`config.mk`:
```
export PLATFORM = sky130hd
export DESIGN_NAME = bfa_fault_alert
export DESIGN_NICKNAME = d
export VERILOG_FILES = /design/src/logic/bfa_pkg.sv /design/src/logic/bfa_filt_if.sv /design/src/logic/bfa_scan_filter.sv /design/src/logic/bfa_fault_alert.sv
export SDC_FILE = /design/constraint.sdc
export NUM_CORES = 1
export LEC_CHECK = 0
export ABC_AREA = 1
export BUFFER_PORTS_ARGS = -buffer_cell sky130_fd_sc_hd__buf_2
export CAP_MARGIN = 10
export CORE_ASPECT_RATIO = 1.75
export CORE_MARGIN = 2
export CORE_UTILIZATION = 59
export CTS_CLUSTER_DIAMETER = 150
export DETAILED_ROUTE_END_ITERATION = 12
export PLACE_DENSITY = 0.8
export SETUP_SLACK_MARGIN = 0.15
export SYNTH_ARGS = -nofsm -noshare
export SYNTH_HDL_FRONTEND = slang
export SYNTH_SLANG_ARGS = --single-unit
```
`constraint.sdc`:
```
create_clock -name mclk_i -period 2.9 [get_ports mclk_i]
set_input_delay 0.435 -clock mclk_i [delete_from_list [all_inputs] [get_ports mclk_i]]
set_output_delay 0.435 -clock mclk_i [all_outputs]
set_load 0.005 [all_outputs]
```
`src/logic/bfa_pkg.sv`:
```
// shared constants of the battery fault alert block
package bfa_pkg;
  // register offsets
  localparam logic [7:0] OFS_PRI = 8'h63;
  localparam logic [7:0] OFS_THM = 8'h64;
  localparam logic [7:0] OFS_OTH = 8'h65;
  localparam logic [7:0] OFS_BAL = 8'h66;
  localparam logic [7:0] OFS_GEN = 8'h67;
  localparam logic [7:0] OFS_OWU = 8'h68;
  localparam logic [7:0] OFS_OWL = 8'h69;
  localparam logic [7:0] OFS_CTL = 8'h6a;
  localparam logic [7:0] OFS_CNT = 8'h6b;
  localparam logic [7:0] OFS_MSK0 = 8'h83;
  localparam int NREG = 7;
  // priority fault bits
  localparam int B_OVC = 0;
  localparam int B_UVC = 1;
  // other fault bits
  localparam int B_PKOV = 7;
  localparam int B_PKUV = 6;
  // balance status and general status bits
  localparam int B_DVC = 3;
  localparam int B_OTHF = 3;
  // control register bits
  localparam int C_PACK = 0;
  localparam int C_CELL = 1;
  localparam int C_AUX = 2;
  localparam int C_DOV = 3;
  localparam int C_CUV = 4;
  localparam int C_CHEN = 5;
  localparam int C_DHEN = 6;
  // filter channel indices
  localparam int F_OV = 0;
  localparam int F_UV = 1;
  localparam int F_DV = 2;
  // reset values
  localparam logic [7:0] RST_CTL = 8'h00;
  localparam logic [7:0] RST_MSK = 8'hff;
  localparam logic [3:0] RST_CNT = 4'h1;
  localparam logic [7:0] RD_NONE = 8'h00;
endpackage : bfa_pkg

```
`src/logic/bfa_filt_if.sv`:
```
// carrier between the fault logic and its scan filter
`timescale 1ns/1ps
`default_nettype none
interface bfa_filt_if #(parameter int CNT_W = 4);
  logic scan;
  logic [2:0] det;
  logic [CNT_W-1:0] limit;
  logic [2:0] qual;
  modport src (output scan, output det, output limit, input qual);
  modport filt (input scan, input det, input limit, output qual);
endinterface : bfa_filt_if
`default_nettype wire

```
`src/logic/bfa_scan_filter.sv`:
```
// consecutive-scan qualifier for the cell fault detectors
`timescale 1ns/1ps
`default_nettype none
module bfa_scan_filter #(
  parameter int CNT_W = 4
) (
  input wire logic mclk_i,
  input wire logic rst_n_i,
  bfa_filt_if.filt f
);
  if (CNT_W < 1) begin : g_chk
    $error("bfa_scan_filter: CNT_W must be at least 1");
  end

  for (genvar i = 0; i < 3; i++) begin : g_ch
    logic [CNT_W-1:0] cnt_r;
    logic qual_r;
    // a miss in any scan restarts the run
    always_ff @(posedge mclk_i) begin
      if (!rst_n_i) begin
        cnt_r <= '0;
      end else if (f.scan) begin
        if (!f.det[i]) begin
          cnt_r <= '0;
        end else if (cnt_r < f.limit) begin
          cnt_r <= cnt_r + 1'b1;
        end
      end
    end
    // limit of zero treated as one scan
    always_ff @(posedge mclk_i) begin
      if (!rst_n_i) begin
        qual_r <= 1'b0;
      end else if (f.scan) begin
        qual_r <= f.det[i] &&
          ((cnt_r + 1'b1) >= f.limit || cnt_r == f.limit);
      end
    end
    assign f.qual[i] = qual_r;

    AST_MISS_CLEARS: assert property (@(posedge mclk_i)
      disable iff (!rst_n_i) f.scan && !f.det[i] |=> !f.qual[i])
      else $error("qualified flag survived a clean scan");
  end
endmodule : bfa_scan_filter
`default_nettype wire

```
`src/logic/bfa_fault_alert.sv`:
```
// fault flags, alert masking and power switch shutdown
`timescale 1ns/1ps
`default_nettype none
// Operation
// - a mask bit of 0 lets its condition pull the alert output low
// - pack connect setting decides if pack over/undervoltage opens switches
// - cell OV, UV, delta flags set only after programmed consecutive scans
// - with cell connect on, cell OV, UV, delta faults open the switches
// - discharge-during-overvoltage keeps discharge allowed during cell OV
// - charge-during-undervoltage keeps charge allowed during cell UV
// - aux connect setting decides if thermistor faults open the switches
// - host clears by writing 0; flags with live conditions refuse the clear
module bfa_fault_alert import bfa_pkg::*; #(
  parameter int CNT_W = 4
) (
  input wire logic mclk_i,
  input wire logic rst_n_i,
  input wire logic reg_wr_i,
  input wire logic reg_rd_i,
  input wire logic [7:0] reg_addr_i,
  input wire logic [7:0] reg_wdata_i,
  output logic [7:0] reg_rdata_o,
  input wire logic scan_done_i,
  input wire logic cell_ov_det_i,
  input wire logic cell_uv_det_i,
  input wire logic cell_dv_det_i,
  input wire logic [7:2] pri_cond_i,
  input wire logic [7:0] thm_cond_i,
  input wire logic [7:0] oth_cond_i,
  input wire logic [7:0] bal_status_i,
  input wire logic [7:0] gen_status_i,
  input wire logic [15:0] open_wire_cond_i,
  output logic fault_alert_output_n_o,
  output logic charge_switch_driver_o,
  output logic discharge_switch_driver_o
);
  if (CNT_W < 1 || CNT_W > 8) begin : g_chk
    $error("bfa_fault_alert: CNT_W must be 1 to 8");
  end

  // ---------------------------------------------------------------
  // scan filter
  // ---------------------------------------------------------------
  bfa_filt_if #(.CNT_W(CNT_W)) filt ();
  logic [CNT_W-1:0] scan_cnt_r;
  assign filt.scan = scan_done_i;
  assign filt.det = {cell_dv_det_i, cell_uv_det_i, cell_ov_det_i};
  assign filt.limit = scan_cnt_r;

  bfa_scan_filter #(.CNT_W(CNT_W)) u_filt (
    .mclk_i(mclk_i),
    .rst_n_i(rst_n_i),
    .f(filt)
  );

  // ---------------------------------------------------------------
  // live conditions per flag register
  // ---------------------------------------------------------------
  logic [7:0] cond [NREG];
  logic [7:0] flag_r [NREG];
  logic [7:0] mask_r [NREG];
  logic [7:0] ctl_r;
  logic [7:0] rd_nxt;
  logic unmasked;

  always_comb begin
    cond[0] = {pri_cond_i, filt.qual[F_UV], filt.qual[F_OV]};
    cond[1] = thm_cond_i;
    cond[2] = oth_cond_i;
    cond[3] = bal_status_i;
    cond[3][B_DVC] = filt.qual[F_DV];
    cond[4] = gen_status_i;
    cond[4][B_OTHF] = |flag_r[1] || |flag_r[2];
    cond[5] = open_wire_cond_i[15:8];
    cond[6] = open_wire_cond_i[7:0];
  end

  // ---------------------------------------------------------------
  // flags: sticky where writable, live where read-only
  // ---------------------------------------------------------------
  for (genvar r = 0; r < NREG; r++) begin : g_reg
    localparam logic [7:0] OFS = OFS_PRI + 8'(r);
    localparam logic [7:0] MOFS = OFS_MSK0 + 8'(r);
    localparam bit RO = (OFS == OFS_BAL) || (OFS == OFS_GEN);
    always_ff @(posedge mclk_i) begin
      if (!rst_n_i) begin
        flag_r[r] <= 8'h00;
      end else if (RO) begin
        flag_r[r] <= cond[r];
      end else if (reg_wr_i && reg_addr_i == OFS) begin
        // live condition wins over a clearing write
        flag_r[r] <= (flag_r[r] & reg_wdata_i) | cond[r];
      end else begin
        flag_r[r] <= flag_r[r] | cond[r];
      end
    end
    always_ff @(posedge mclk_i) begin
      if (!rst_n_i) begin
        mask_r[r] <= RST_MSK;
      end else if (reg_wr_i && reg_addr_i == MOFS) begin
        mask_r[r] <= reg_wdata_i;
      end
    end
  end

  // ---------------------------------------------------------------
  // control registers
  // ---------------------------------------------------------------
  always_ff @(posedge mclk_i) begin
    if (!rst_n_i) begin
      ctl_r <= RST_CTL;
    end else if (reg_wr_i && reg_addr_i == OFS_CTL) begin
      ctl_r <= reg_wdata_i;
    end
  end

  always_ff @(posedge mclk_i) begin
    if (!rst_n_i) begin
      scan_cnt_r <= CNT_W'(RST_CNT);
    end else if (reg_wr_i && reg_addr_i == OFS_CNT) begin
      scan_cnt_r <= reg_wdata_i[CNT_W-1:0];
    end
  end

  // ---------------------------------------------------------------
  // read port, data one cycle after the strobe
  // ---------------------------------------------------------------
  always_comb begin
    rd_nxt = RD_NONE;
    for (int i = 0; i < NREG; i++) begin
      if (reg_addr_i == OFS_PRI + 8'(i)) begin
        rd_nxt = flag_r[i];
      end
      if (reg_addr_i == OFS_MSK0 + 8'(i)) begin
        rd_nxt = mask_r[i];
      end
    end
    if (reg_addr_i == OFS_CTL) begin
      rd_nxt = ctl_r;
    end
    if (reg_addr_i == OFS_CNT) begin
      rd_nxt = 8'(scan_cnt_r);
    end
  end

  always_ff @(posedge mclk_i) begin
    if (!rst_n_i) begin
      reg_rdata_o <= RD_NONE;
    end else if (reg_rd_i) begin
      reg_rdata_o <= rd_nxt;
    end
  end

  // ---------------------------------------------------------------
  // alert output
  // ---------------------------------------------------------------
  always_comb begin
    unmasked = 1'b0;
    for (int i = 0; i < NREG; i++) begin
      unmasked = unmasked | (|(flag_r[i] & ~mask_r[i]));
    end
  end

  always_ff @(posedge mclk_i) begin
    if (!rst_n_i) begin
      fault_alert_output_n_o <= 1'b1;
    end else begin
      fault_alert_output_n_o <= !unmasked;
    end
  end

  // ---------------------------------------------------------------
  // power switch shutdown
  // ---------------------------------------------------------------
  logic ovc, uvc, dvc, pack_kill, aux_kill;
  logic chg_kill, dchg_kill;
  // latched cell overvoltage and undervoltage flags; delta follows the live balance status bit
  assign ovc = flag_r[0][B_OVC];
  assign uvc = flag_r[0][B_UVC];
  assign dvc = flag_r[3][B_DVC];
  assign pack_kill = ctl_r[C_PACK] &&
    (flag_r[2][B_PKOV] || flag_r[2][B_PKUV]);
  assign aux_kill = ctl_r[C_AUX] && |flag_r[1];
  // exemptions only cover the one fault they name
  assign chg_kill = pack_kill || aux_kill || (ctl_r[C_CELL] &&
    (ovc || dvc || (uvc && !ctl_r[C_CUV])));
  assign dchg_kill = pack_kill || aux_kill || (ctl_r[C_CELL] &&
    (uvc || dvc || (ovc && !ctl_r[C_DOV])));

  always_ff @(posedge mclk_i) begin
    if (!rst_n_i) begin
      charge_switch_driver_o <= 1'b0;
      discharge_switch_driver_o <= 1'b0;
    end else begin
      charge_switch_driver_o <= ctl_r[C_CHEN] && !chg_kill;
      discharge_switch_driver_o <= ctl_r[C_DHEN] && !dchg_kill;
    end
  end

  // ---------------------------------------------------------------
  // checks
  // ---------------------------------------------------------------
  AST_ALERT_LOW: assert property (@(posedge mclk_i)
    disable iff (!rst_n_i) unmasked |=> !fault_alert_output_n_o)
    else $error("unmasked flag did not pull alert low");
  AST_MASK_HIDES: assert property (@(posedge mclk_i)
    disable iff (!rst_n_i) !unmasked |=> fault_alert_output_n_o)
    else $error("alert asserted with every flag masked");
  AST_PACK_OFF: assert property (@(posedge mclk_i)
    disable iff (!rst_n_i) ctl_r[C_PACK] && flag_r[2][B_PKOV]
    |=> !charge_switch_driver_o && !discharge_switch_driver_o)
    else $error("pack fault left a switch on");
  AST_CELL_SET: assert property (@(posedge mclk_i)
    disable iff (!rst_n_i) $rose(flag_r[0][B_OVC]) |-> $past(filt.qual[F_OV]))
    else $error("cell overvoltage flag set without qualified run");
  AST_CELL_OFF: assert property (@(posedge mclk_i)
    disable iff (!rst_n_i) ctl_r[C_CELL] && dvc
    |=> !charge_switch_driver_o && !discharge_switch_driver_o)
    else $error("cell delta fault left a switch on");
  AST_DSC_OV: assert property (@(posedge mclk_i)
    disable iff (!rst_n_i) ovc && ctl_r[C_DOV] && ctl_r[C_DHEN] &&
    !uvc && !dvc && !pack_kill && !aux_kill |=> discharge_switch_driver_o)
    else $error("discharge blocked despite overvoltage exemption");
  AST_CHG_UV: assert property (@(posedge mclk_i)
    disable iff (!rst_n_i) uvc && ctl_r[C_CUV] && ctl_r[C_CHEN] &&
    !ovc && !dvc && !pack_kill && !aux_kill |=> charge_switch_driver_o)
    else $error("charge blocked despite undervoltage exemption");
  AST_AUX_OFF: assert property (@(posedge mclk_i)
    disable iff (!rst_n_i) ctl_r[C_AUX] && |flag_r[1]
    |=> !charge_switch_driver_o && !discharge_switch_driver_o)
    else $error("thermistor fault left a switch on");
  AST_CLEAR_REFUSED: assert property (@(posedge mclk_i)
    disable iff (!rst_n_i) reg_wr_i && reg_addr_i == OFS_PRI &&
    filt.qual[F_OV] |=> flag_r[0][B_OVC])
    else $error("live overvoltage flag was cleared");

  COV_ALERT: cover property (@(posedge mclk_i) disable iff (!rst_n_i)
    $fell(fault_alert_output_n_o));
  COV_OV_EXEMPT: cover property (@(posedge mclk_i) disable iff (!rst_n_i)
    ovc && discharge_switch_driver_o && !charge_switch_driver_o);
  COV_CLEAR: cover property (@(posedge mclk_i) disable iff (!rst_n_i)
    $fell(flag_r[0][B_OVC]));
endmodule : bfa_fault_alert
`default_nettype wire

```
==> results of run 1 <==
==> power by group <==
part           switching [mW]  total [mW]  internal (mW)
Combinational           0.315       0.493          0.178
Clock                   0.907        2.24           1.34
Sequential             0.0745        2.46           2.39
==> sequential cells by signal, summed over array words and instances (netlist names) <==
signal and cells:
u_filt.g_ch.cnt_r 12, filt.limit 4, fault_alert_output_n_o 1, flag_r 56, reg_rdata_o 8, u_filt.g_ch.qual_r 3
discharge_switch_driver_o 1, mask_r 56, charge_switch_driver_o 1, ctl_r 8
==> per-layer routing <==
metal  up-vias  track usage  wire length [um]
met3        78       0.0527              1610
li1       3513            -                 -
met1      3319        0.344              7900
met2       348        0.525             11100
met5         -            0                 0
met4         0        0.161              1180
==> final timing paths <==
kind	endpoint	cells after the start	slack [ns]	startpoint
min	flag_r[1][7]	3	0.18	gen_status_i[7]
max	reg_rdata_o[2]	12	0.78	reg_addr_i[4]
max reg2reg	fault_alert_output_n_o	5	0.92	flag_r[0][27]
min reg2reg	flag_r[0][27]	2	0.43	u_filt.g_ch[2].qual_r
==> Yosys cell counts (8+ instances only) <==
cell type / number
a21oi_1: 86
clkbuf_1: 20
dfxtp_1: 54
edfxtp_1: 96
ha_1: 27
inv_1: 154
nand2_1: 236
nand3_1: 43
nand4_1: 27
nor2_1: 86
nor3_2: 8
o21ai_0: 55
o22ai_1: 19
==> critical path: cells and delay by family <==
| family | cells | cell delay [ns] |
|---|---|---|
| simple gates | 9 | 1.77 |
| buf+inv | 2 | 0.16 |
| compound gates | 1 | 0.05 |
==> cell families after synthesis <==
kind of cell             after synthesis
adder cells (fa/ha/maj)               27
AND/OR/NAND/NOR                      437
XOR/XNOR                               6
buffers and inverters                189
other                                  1
flip-flops                           150
AO/OA/AOI/OAI                        187
==> per-stage QoR <==
stage          hold slack (ns)  area [um2]   util  worst slack [ns]  total power [mW]
2_1_floorplan            0.404        8220      -             0.724              2.79
3_3_place_gp             0.412        8850  0.661             0.443              2.97
3_5_place_dp             0.427        8850  0.661             0.396              2.99
4_1_cts                  0.187        9460  0.707             0.811              5.19
5_1_grt                  0.190        9460  0.707             0.538              5.35
6_report                 0.185        9460  0.707             0.780              5.20
==> final cells by class <==
type / count / area [um2] / area share
clock inverter: 11 / 106 / 0.0112
timing repair buffer: 99 / 528 / 0.0558
tap: 174 / 218 / 0.0230
sequential: 150 / 3960 / 0.419
inverter: 161 / 604 / 0.0639
multi-input combinational: 697 / 3530 / 0.374
clock buffer: 21 / 503 / 0.0532
==> results.ini, run 1 <==
[run_status]
status = finished clean

[final_layout]
drive_gt1_frac = 0.150
fin_cells = 1313
layout_common_cells = 236 x nand2_1, 153 x inv_1, 96 x edfxtp_1
fillers = 1105
final_nets = 1231
n_antenna_cell = 0
final_common_cell = nand2_1
area_delta_synth_final_pct = 17.1

[cts]
post_cts_buffers = 0
clkSlewWorstSetupHoldPaths_ns = 0.06
htree_levels = 4
insertion_delay_ns = 0.43
postCtsResizedCells = 0
cts_sinks = 150
hold_buffers = 0
clock_path_buffers = 2
cts_inserted_buffers = 17
cts_tree = yes
cts-root-buf = clkbuf_16

[logic_synthesis]
synth.area.top_cells = edfxtp_1 36%, dfxtp_1 13%, nand2_1 11%
ys_seq_area_frac = 0.491
synthesis.area_um2 = 8080
ys_types = 41
synth.largest_area_cell = edfxtp_1
ys_ff_latch = 150
synth_top_family_by_area = simple AND/OR/NAND/NOR gates
muxShareOfSynthArea = 0
synth_compound_area_frac = 0.129
avgSynthCellArea_um2 = 8.10
synth_cells = 997
synth-simple-area-share = 0.242
yosys.area_share.adder = 0.0418
yosysTopAreaCellShare = 0.357
async_flop_share = 0
ys_warn_count = 0
synth_edf_count = 96
ys.flop_type = edfxtp_1
synth_xor_area_frac = 0.00651

[placed_design]
dp_cells = 1281
hpwlAfterDp_um = 15900
numPortBuffers = 86
gp_congestion = 0.938

[critical_path]
crit_path_cell_trace = buf_2, inv_1, nand2_1, nor2_4, nand3_2, or2_0, nand2_1, nand3_1, nand2_1, nand4_1, nand2_1, a21oi_2
slowest_delay_ns = 0.47
critPathArrivalTime_ns = 2.43
cp-start-kind = input port
cp_max_fo = 24
worstSetupEndpointType = flop
crit_top_cell = nand2_1
crit_slowest_cell = nor2_4
crit_required_ns = 3.21
worstSetupPathType = in2reg

[global_routing]
grt_pass1_vias = 6946
grt_pass1_wl_um = 34000
antenna_found_initial = 0
grt-ovfl-total = 0
grt_use_total = 0.301
grt_max_degree = 42

[timing]
layout_min_cycle_time_ns = 2.12
tightest_slew_ns = 0.805
rsz0062_at_grt = no
slew_viol_final = 0
fin_crit_sh = 0.731
relSlewSlack = 0.463
finalSetupViolCount = 0
fin_setup_tns_ns = 0
skew_ns = 0.0139
hold_viol = 0
timing.fmax_mhz = 472

[die]
die_w_um = 92.4
dieArea_um2 = 14700
core-area_um2 = 13400
row_count = 56
die_h_um = 159
initial_core_util = 0.603
io_pins = 89

[route]
dr.pass1.iters = 6
num_vias = 7258
ant_nets = 0
wl_um = 21800
drc = 0
via_per_inst = 5.53
detail_route.iter0.violations = 581
wl_per_cell_um = 16.6

[pwr]
vdd_drop_max_mv = 0.426
leakage_nw = 4.05
power_density_nw_per_um2 = 550

[worst_hold_path]
hp-class = in2reg

[job]
drv_cap = 0

No activity file was read; power rests on OpenSTA's default activity.
==> run 2, diff against run 1 <==
--- a/config.mk
+++ b/config.mk
@@ -10,10 +10,10 @@
 export CAP_MARGIN = 10
 export CORE_ASPECT_RATIO = 1.75
 export CORE_MARGIN = 2
-export CORE_UTILIZATION = 59
+export CORE_UTILIZATION = 53
 export CTS_CLUSTER_DIAMETER = 150
 export DETAILED_ROUTE_END_ITERATION = 12
-export PLACE_DENSITY = 0.8
+export PLACE_DENSITY = 0.76
 export SETUP_SLACK_MARGIN = 0.15
 export SYNTH_ARGS = -nofsm -noshare
 export SYNTH_HDL_FRONTEND = slang
==> constraint.sdc (replaced) <==
create_clock -name mclk_i -period 1.9 [get_ports mclk_i]
set_input_delay 0.285 -clock mclk_i [delete_from_list [all_inputs] [get_ports mclk_i]]
set_output_delay 0.285 -clock mclk_i [all_outputs]
set_load 0.005 [all_outputs]
==> results.ini, run 2 (same netlist as run 1, synthesis figures left out) <==
[timing]
fin_crit_sh = 0.925
slew_viol_final = 0
rsz0062_at_grt = yes
whs_ns = 0.0375
tightest_slew_ns = 0.543
finalSetupViolCount = 0
timing.fmax_mhz = 569
layout_min_cycle_time_ns = 1.76
relSlewSlack = 0.637
fin_setup_tns_ns = 0
hold_viol = 0
skew_ns = 0.00993

[final_layout]
area_delta_synth_final_pct = 26.4
drive_gt1_frac = 0.231
fillers = 1220
final_nets = 1306
layout_common_cells = 230 x nand2_1, 145 x inv_1, 96 x edfxtp_1
top_regs = flag_r x56, mask_r x56, u_filt.g_ch.cnt_r x12
design_area_um2 = 10200
n_antenna_cell = 0
final_common_cell = nand2_1

[worst_hold_path]
hp-class = in2reg
worst_hold_path.num_cells = 3
holdPathEnd = flag_r[1][4]
hold_start = gen_status_i[4]

[route]
drc = 0
dr.pass1.iters = 5
num_vias = 7550
wl_per_cell_um = 17.0
ant_nets = 0
detail_route.iter0.violations = 629
wl_um = 23700
via_per_inst = 5.40

[pwr]
power_density_nw_per_um2 = 801
vdd_drop_max_mv = 0.618
finalPower_mw = 8.18
leakage_nw = 4.48

[critical_path]
r2r_cells = 5
slowest_delay_ns = 0.43
cp_max_fo = 3
reg2reg_to = discharge_switch_driver_o
cp-start-kind = flop
critPathArrivalTime_ns = 2.02
worstSetupPathType = reg2reg
crit_path_cell_trace = inv_2, nand4_1, nor2_1, o22ai_1, nor4_1
regToRegSetupSlack_ns = 0.14
worstSetupEndpointType = flop
r2r_start = flag_r[0][15]
crit_slowest_cell = nor4_1
crit_required_ns = 2.16

[cts]
cts_sinks = 150
cts_tree = yes
insertion_delay_ns = 0.43
clkSlewWorstSetupHoldPaths_ns = 0.07
htree_levels = 4
clock_path_buffers = 2
cts_inserted_buffers = 17
cts-root-buf = clkbuf_16

[die]
die_w_um = 97.3
row_count = 59
die_h_um = 167
core-area_um2 = 14900
io_pins = 89
dieArea_um2 = 16300
initial_core_util = 0.542

[placed_design]
gp_congestion = 0.992
numPortBuffers = 86
place_area_um2 = 9340
hpwlAfterDp_um = 17900

[global_routing]
grt_pass1_wl_um = 36500
antenna_found_initial = 0
grt_use_total = 0.288
grt_max_degree = 42
grt-ovfl-total = 0
grt_pass1_vias = 7257

[job]
drv_cap = 0

[run_status]
status = finished clean

## run 2: power breakdown
part / switching (mW) / internal (mW) / leakage, nW
combinational: 0.518 / 0.366 / 2.78
clock: 1.34 / 2.18 / 0.285
sequential: 0.122 / 3.65 / 1.41
total: 1.98 / 6.20 / 4.48
## run 2: final cells by class
type                            instances  area [um2]  share of cell area
Sequential cell                       150        3970               0.389
Clock buffer                           18         429              0.0420
Clock inverter                         14         184              0.0180
Inverter                              161         604              0.0592
Multi-Input combinational cell        697        3660               0.359
Tap cell                              183         229              0.0224
Timing Repair Buffer                  174        1130               0.111
## run 2: worst max path at each step
stage / start / to / slack, ns / cells past startpoint
floorplan: reg_wr_i / mask_r[0][0] / 0.01 / 3
global placement: reg_addr_i[0] / reg_rdata_o[1] / -0.17 / 15
detailed placement: reg_addr_i[0] / reg_rdata_o[1] / -0.17 / 15
CTS: flag_r[0][0] / fault_alert_output_n_o / 0.08 / 7
global route: flag_r[0][4] / reg_rdata_o[4] / 0.06 / 10
finish: flag_r[0][15] / discharge_switch_driver_o / 0.14 / 5
## run 2: critical path, delay by kind of cell (launching register included)
family | cells | cell delay, ns
simple gates | 3 | 0.87
flops | 1 | 0.42
compound gates | 1 | 0.19
buf+inv | 1 | 0.11
## run 2: stage by stage
stage	instances	util	worst slack [ns]
3_5_place_dp	1349	0.626	-0.168
5_1_grt	1397	0.685	0.0606
6_report	1397	0.685	0.142
4_1_cts	1382	0.669	0.0788
3_3_place_gp	1349	0.626	-0.168
2_1_floorplan	1036	-	0.0124
## run 2: timing repair
| item | CTS | global route |
|---|---|---|
| resized for setup | 5 | 41 |
| pin swaps | 1 | 23 |
| hold buffers | 0 | 0 |
| hold endpoints to repair | 0 | 0 |
| setup endpoints to repair | 4 | 28 |
| setup buffers | 1 | 15 |
## run 2: per-layer routing
metal  track usage  wire length (um)  part of all wire  up-vias
met1         0.324              8800              0.37     3497
met2         0.527             12400              0.52      320
met5             0                 0                 0        -
met4         0.138              1130             0.048        0
met3        0.0455              1430             0.060       68
li1              -                 -                 -     3665
==> run 3, diff against run 2 <==
--- a/config.mk
+++ b/config.mk
@@ -10,11 +10,13 @@
 export CAP_MARGIN = 10
 export CORE_ASPECT_RATIO = 1.75
 export CORE_MARGIN = 2
-export CORE_UTILIZATION = 53
+export CORE_UTILIZATION = 54
 export CTS_CLUSTER_DIAMETER = 150
 export DETAILED_ROUTE_END_ITERATION = 12
-export PLACE_DENSITY = 0.76
+export GPL_TIMING_DRIVEN = 0
+export PLACE_DENSITY = 0.77
 export SETUP_SLACK_MARGIN = 0.15
 export SYNTH_ARGS = -nofsm -noshare
 export SYNTH_HDL_FRONTEND = slang
+export SYNTH_HIERARCHICAL = 1
 export SYNTH_SLANG_ARGS = --single-unit
==> results.ini, run 3 <==
[cts]
cts-root-buf = clkbuf_16
hold_buffers = 0
clkSlewWorstSetupHoldPaths_ns = 0.07
htree_levels = 4
cts_sinks = 150
insertion_delay_ns = 0.43
clock_path_buffers = 2
cts_tree = yes
cts_inserted_buffers = 17

[pwr]
p_comb_frac = 0.086
internal-power_mw = 6.15
leakage_nw = 4.41
clkPwrFrac = 0.456
switchingPower_mw = 2.03
vdd_drop_max_mv = 0.680
swShare = 0.248
seq_power_share = 0.458
power_density_nw_per_um2 = 827

[critical_path]
r2r_start = flag_r[0][7]
reg2reg_to = reg_rdata_o[7]
crit_slowest_cell = edfxtp_1
worstSetupPathType = reg2reg
regToRegSetupSlack_ns = 0.05
worstSetupEndpointType = flop
slowest_delay_ns = 0.44
path_buf_inv = 0
cp-start-kind = flop
crit_end = reg_rdata_o[7]
crit_path_cell_trace = nand3_1, nand3_1, nand2_1, nand4_1, nand2_1, nand4_1, nor2_1, nand4_1, nand2_1, a21oi_1
cp_max_fo = 3
crit_required_ns = 2.18
critPathArrivalTime_ns = 2.12
crit_path_start = flag_r[0][7]
r2r_cells = 10
critPathTopFamily = simple AND/OR/NAND/NOR gates
cp.depth = 10

[logic_synthesis]
synth_edf_count = 96
ys_ff_latch = 150
yosysMostFrequentCell = nand2_1
yosysTopAreaCellShare = 0.354
avgSynthCellArea_um2 = 7.93
synthesis.area_um2 = 8150
ys_types = 47
ys_seq_area_frac = 0.486
ys_top_cells_by_count = 299 x nand2_1, 151 x inv_1, 96 x edfxtp_1
async_flop_share = 0
synth.area.top_cells = edfxtp_1 35%, nand2_1 14%, dfxtp_1 13%
ys_warn_count = 6
ys.flop_type = edfxtp_1
synth.largest_area_cell = edfxtp_1
synth_cells = 1028

[final_layout]
top_regs = flag_r x56, mask_r x56, u_filt/g_ch.cnt_r x12
layout_common_cells = 296 x nand2_1, 148 x inv_1, 96 x edfxtp_1
final_nets = 1288
final_common_cell = nand2_1
n_antenna_cell = 0
design_area_um2 = 9890
final_util = 0.666
fillers = 1249
area_delta_synth_final_pct = 21.3
drive_gt1_frac = 0.186

[route]
dr.pass1.iters = 7
via_per_inst = 5.51
ant_nets = 0
drc = 0
detail_route.iter0.violations = 805
num_vias = 7602
wl_per_cell_um = 17.5
wl_um = 24200

[die]
initial_core_util = 0.549
core-area_um2 = 14800
die_h_um = 167
io_pins = 89
dieArea_um2 = 16100
row_count = 59
die_w_um = 96.9

[run_status]
status = finished clean

[worst_hold_path]
hold_start = bal_status_i[4]
hp-class = in2reg

[global_routing]
grt_pass1_wl_um = 36800
grt-ovfl-total = 0
antenna_found_initial = 1
grt_pass1_vias = 7416
grt_use_total = 0.294
grt_max_degree = 17

[timing]
rsz0062_at_grt = yes
relSlewSlack = 0.374
fin_crit_sh = 0.971
hold_viol = 0
timing.fmax_mhz = 542
layout_min_cycle_time_ns = 1.85
slew_viol_final = 0
finalSetupViolCount = 0
tightest_slew_ns = 0.939
skew_ns = 0.0119

[placed_design]
hpwlAfterDp_um = 17600
numPortBuffers = 86
place_area_um2 = 8960
gp_congestion = 0.943

[job]
drv_cap = 0

run 3: cells by family after synthesis:
kind of cell / Yosys count / share of synthesized area
and+or+nand+nor: 485 / 0.259
buffers and inverters: 195 / 0.0926
AOI/OAI and AO/OA: 164 / 0.113
DFF: 150 / 0.486
adders and majority gates: 27 / 0.0414
xor gates and xnor gates: 6 / 0.00737
other: 1 / 0.000460
run 3: cell type report:
type	count	area, um2	share of cell area
Buffer	26	123	0.0124
Tap cell	183	229	0.0232
Multi-Input combinational cell	722	3770	0.381
Sequential cell	150	3960	0.401
Inverter	169	642	0.0649
Clock inverter	11	156	0.0158
Clock buffer	21	493	0.0499
Timing Repair Buffer	97	513	0.0519
run 3: how the worst min path moves through the flow:
stage	to	slack, ns	depth (start not counted)
6_report	flag_r[0][28]	0.03	3
5_1_grt	flag_r[1][5]	0.05	3
4_1_cts	flag_r[0][28]	0.03	3
3_5_place_dp	ctl_r[7]	0.45	2
3_3_place_gp	ctl_r[7]	0.44	2
2_1_floorplan	flag_r[0][24]	0.38	2
run 3: power groups by stage:
stage / clock (mW) / sequential [mW] / combinational (mW)
floorplan: 0 / 3.77 / 0.397
global placement: 0 / 3.80 / 0.635
detailed placement: 0 / 3.81 / 0.646
CTS: 3.69 / 3.74 / 0.659
global route: 3.81 / 3.76 / 0.780
finish: 3.73 / 3.75 / 0.706
run 3: tightest hold or removal path: stages:
cell,delay (ns)
buf_2,0.07
nand2_1,0.04
inv_1,0.04
run 3: per-stage QoR:
stage | TNS (ns) | instances | power (mW) | hold WS [ns] | setup slack [ns]
final | 0 | 1379 | 8.18 | 0.0330 | 0.0545
after global routing | 0 | 1379 | 8.35 | 0.0470 | 0.00608
after CTS | 0 | 1371 | 8.10 | 0.0336 | 0.138
after detailed placement | -31.70 | 1336 | 4.46 | 0.453 | -0.535
after global placement | -27.37 | 1336 | 4.44 | 0.442 | -0.487
after floorplan | 0 | 1067 | 4.17 | 0.383 | 0.162
run 3: what timing repair did:
| action | CTS | global route |
|---|---|---|
| setup endpoints to repair | 44 | 86 |
| buffers inserted | 3 | 8 |
| resized for setup | 7 | 46 |
| pin swaps | 2 | 16 |
run 3: routing by layer:
| metal | wire, um | track usage |
|---|---|---|
| met3 | 1820 | 0.0470 |
| met4 | 1790 | 0.203 |
| met1 | 8080 | 0.312 |
| met2 | 12500 | 0.525 |
| met5 | 12 | 0 |
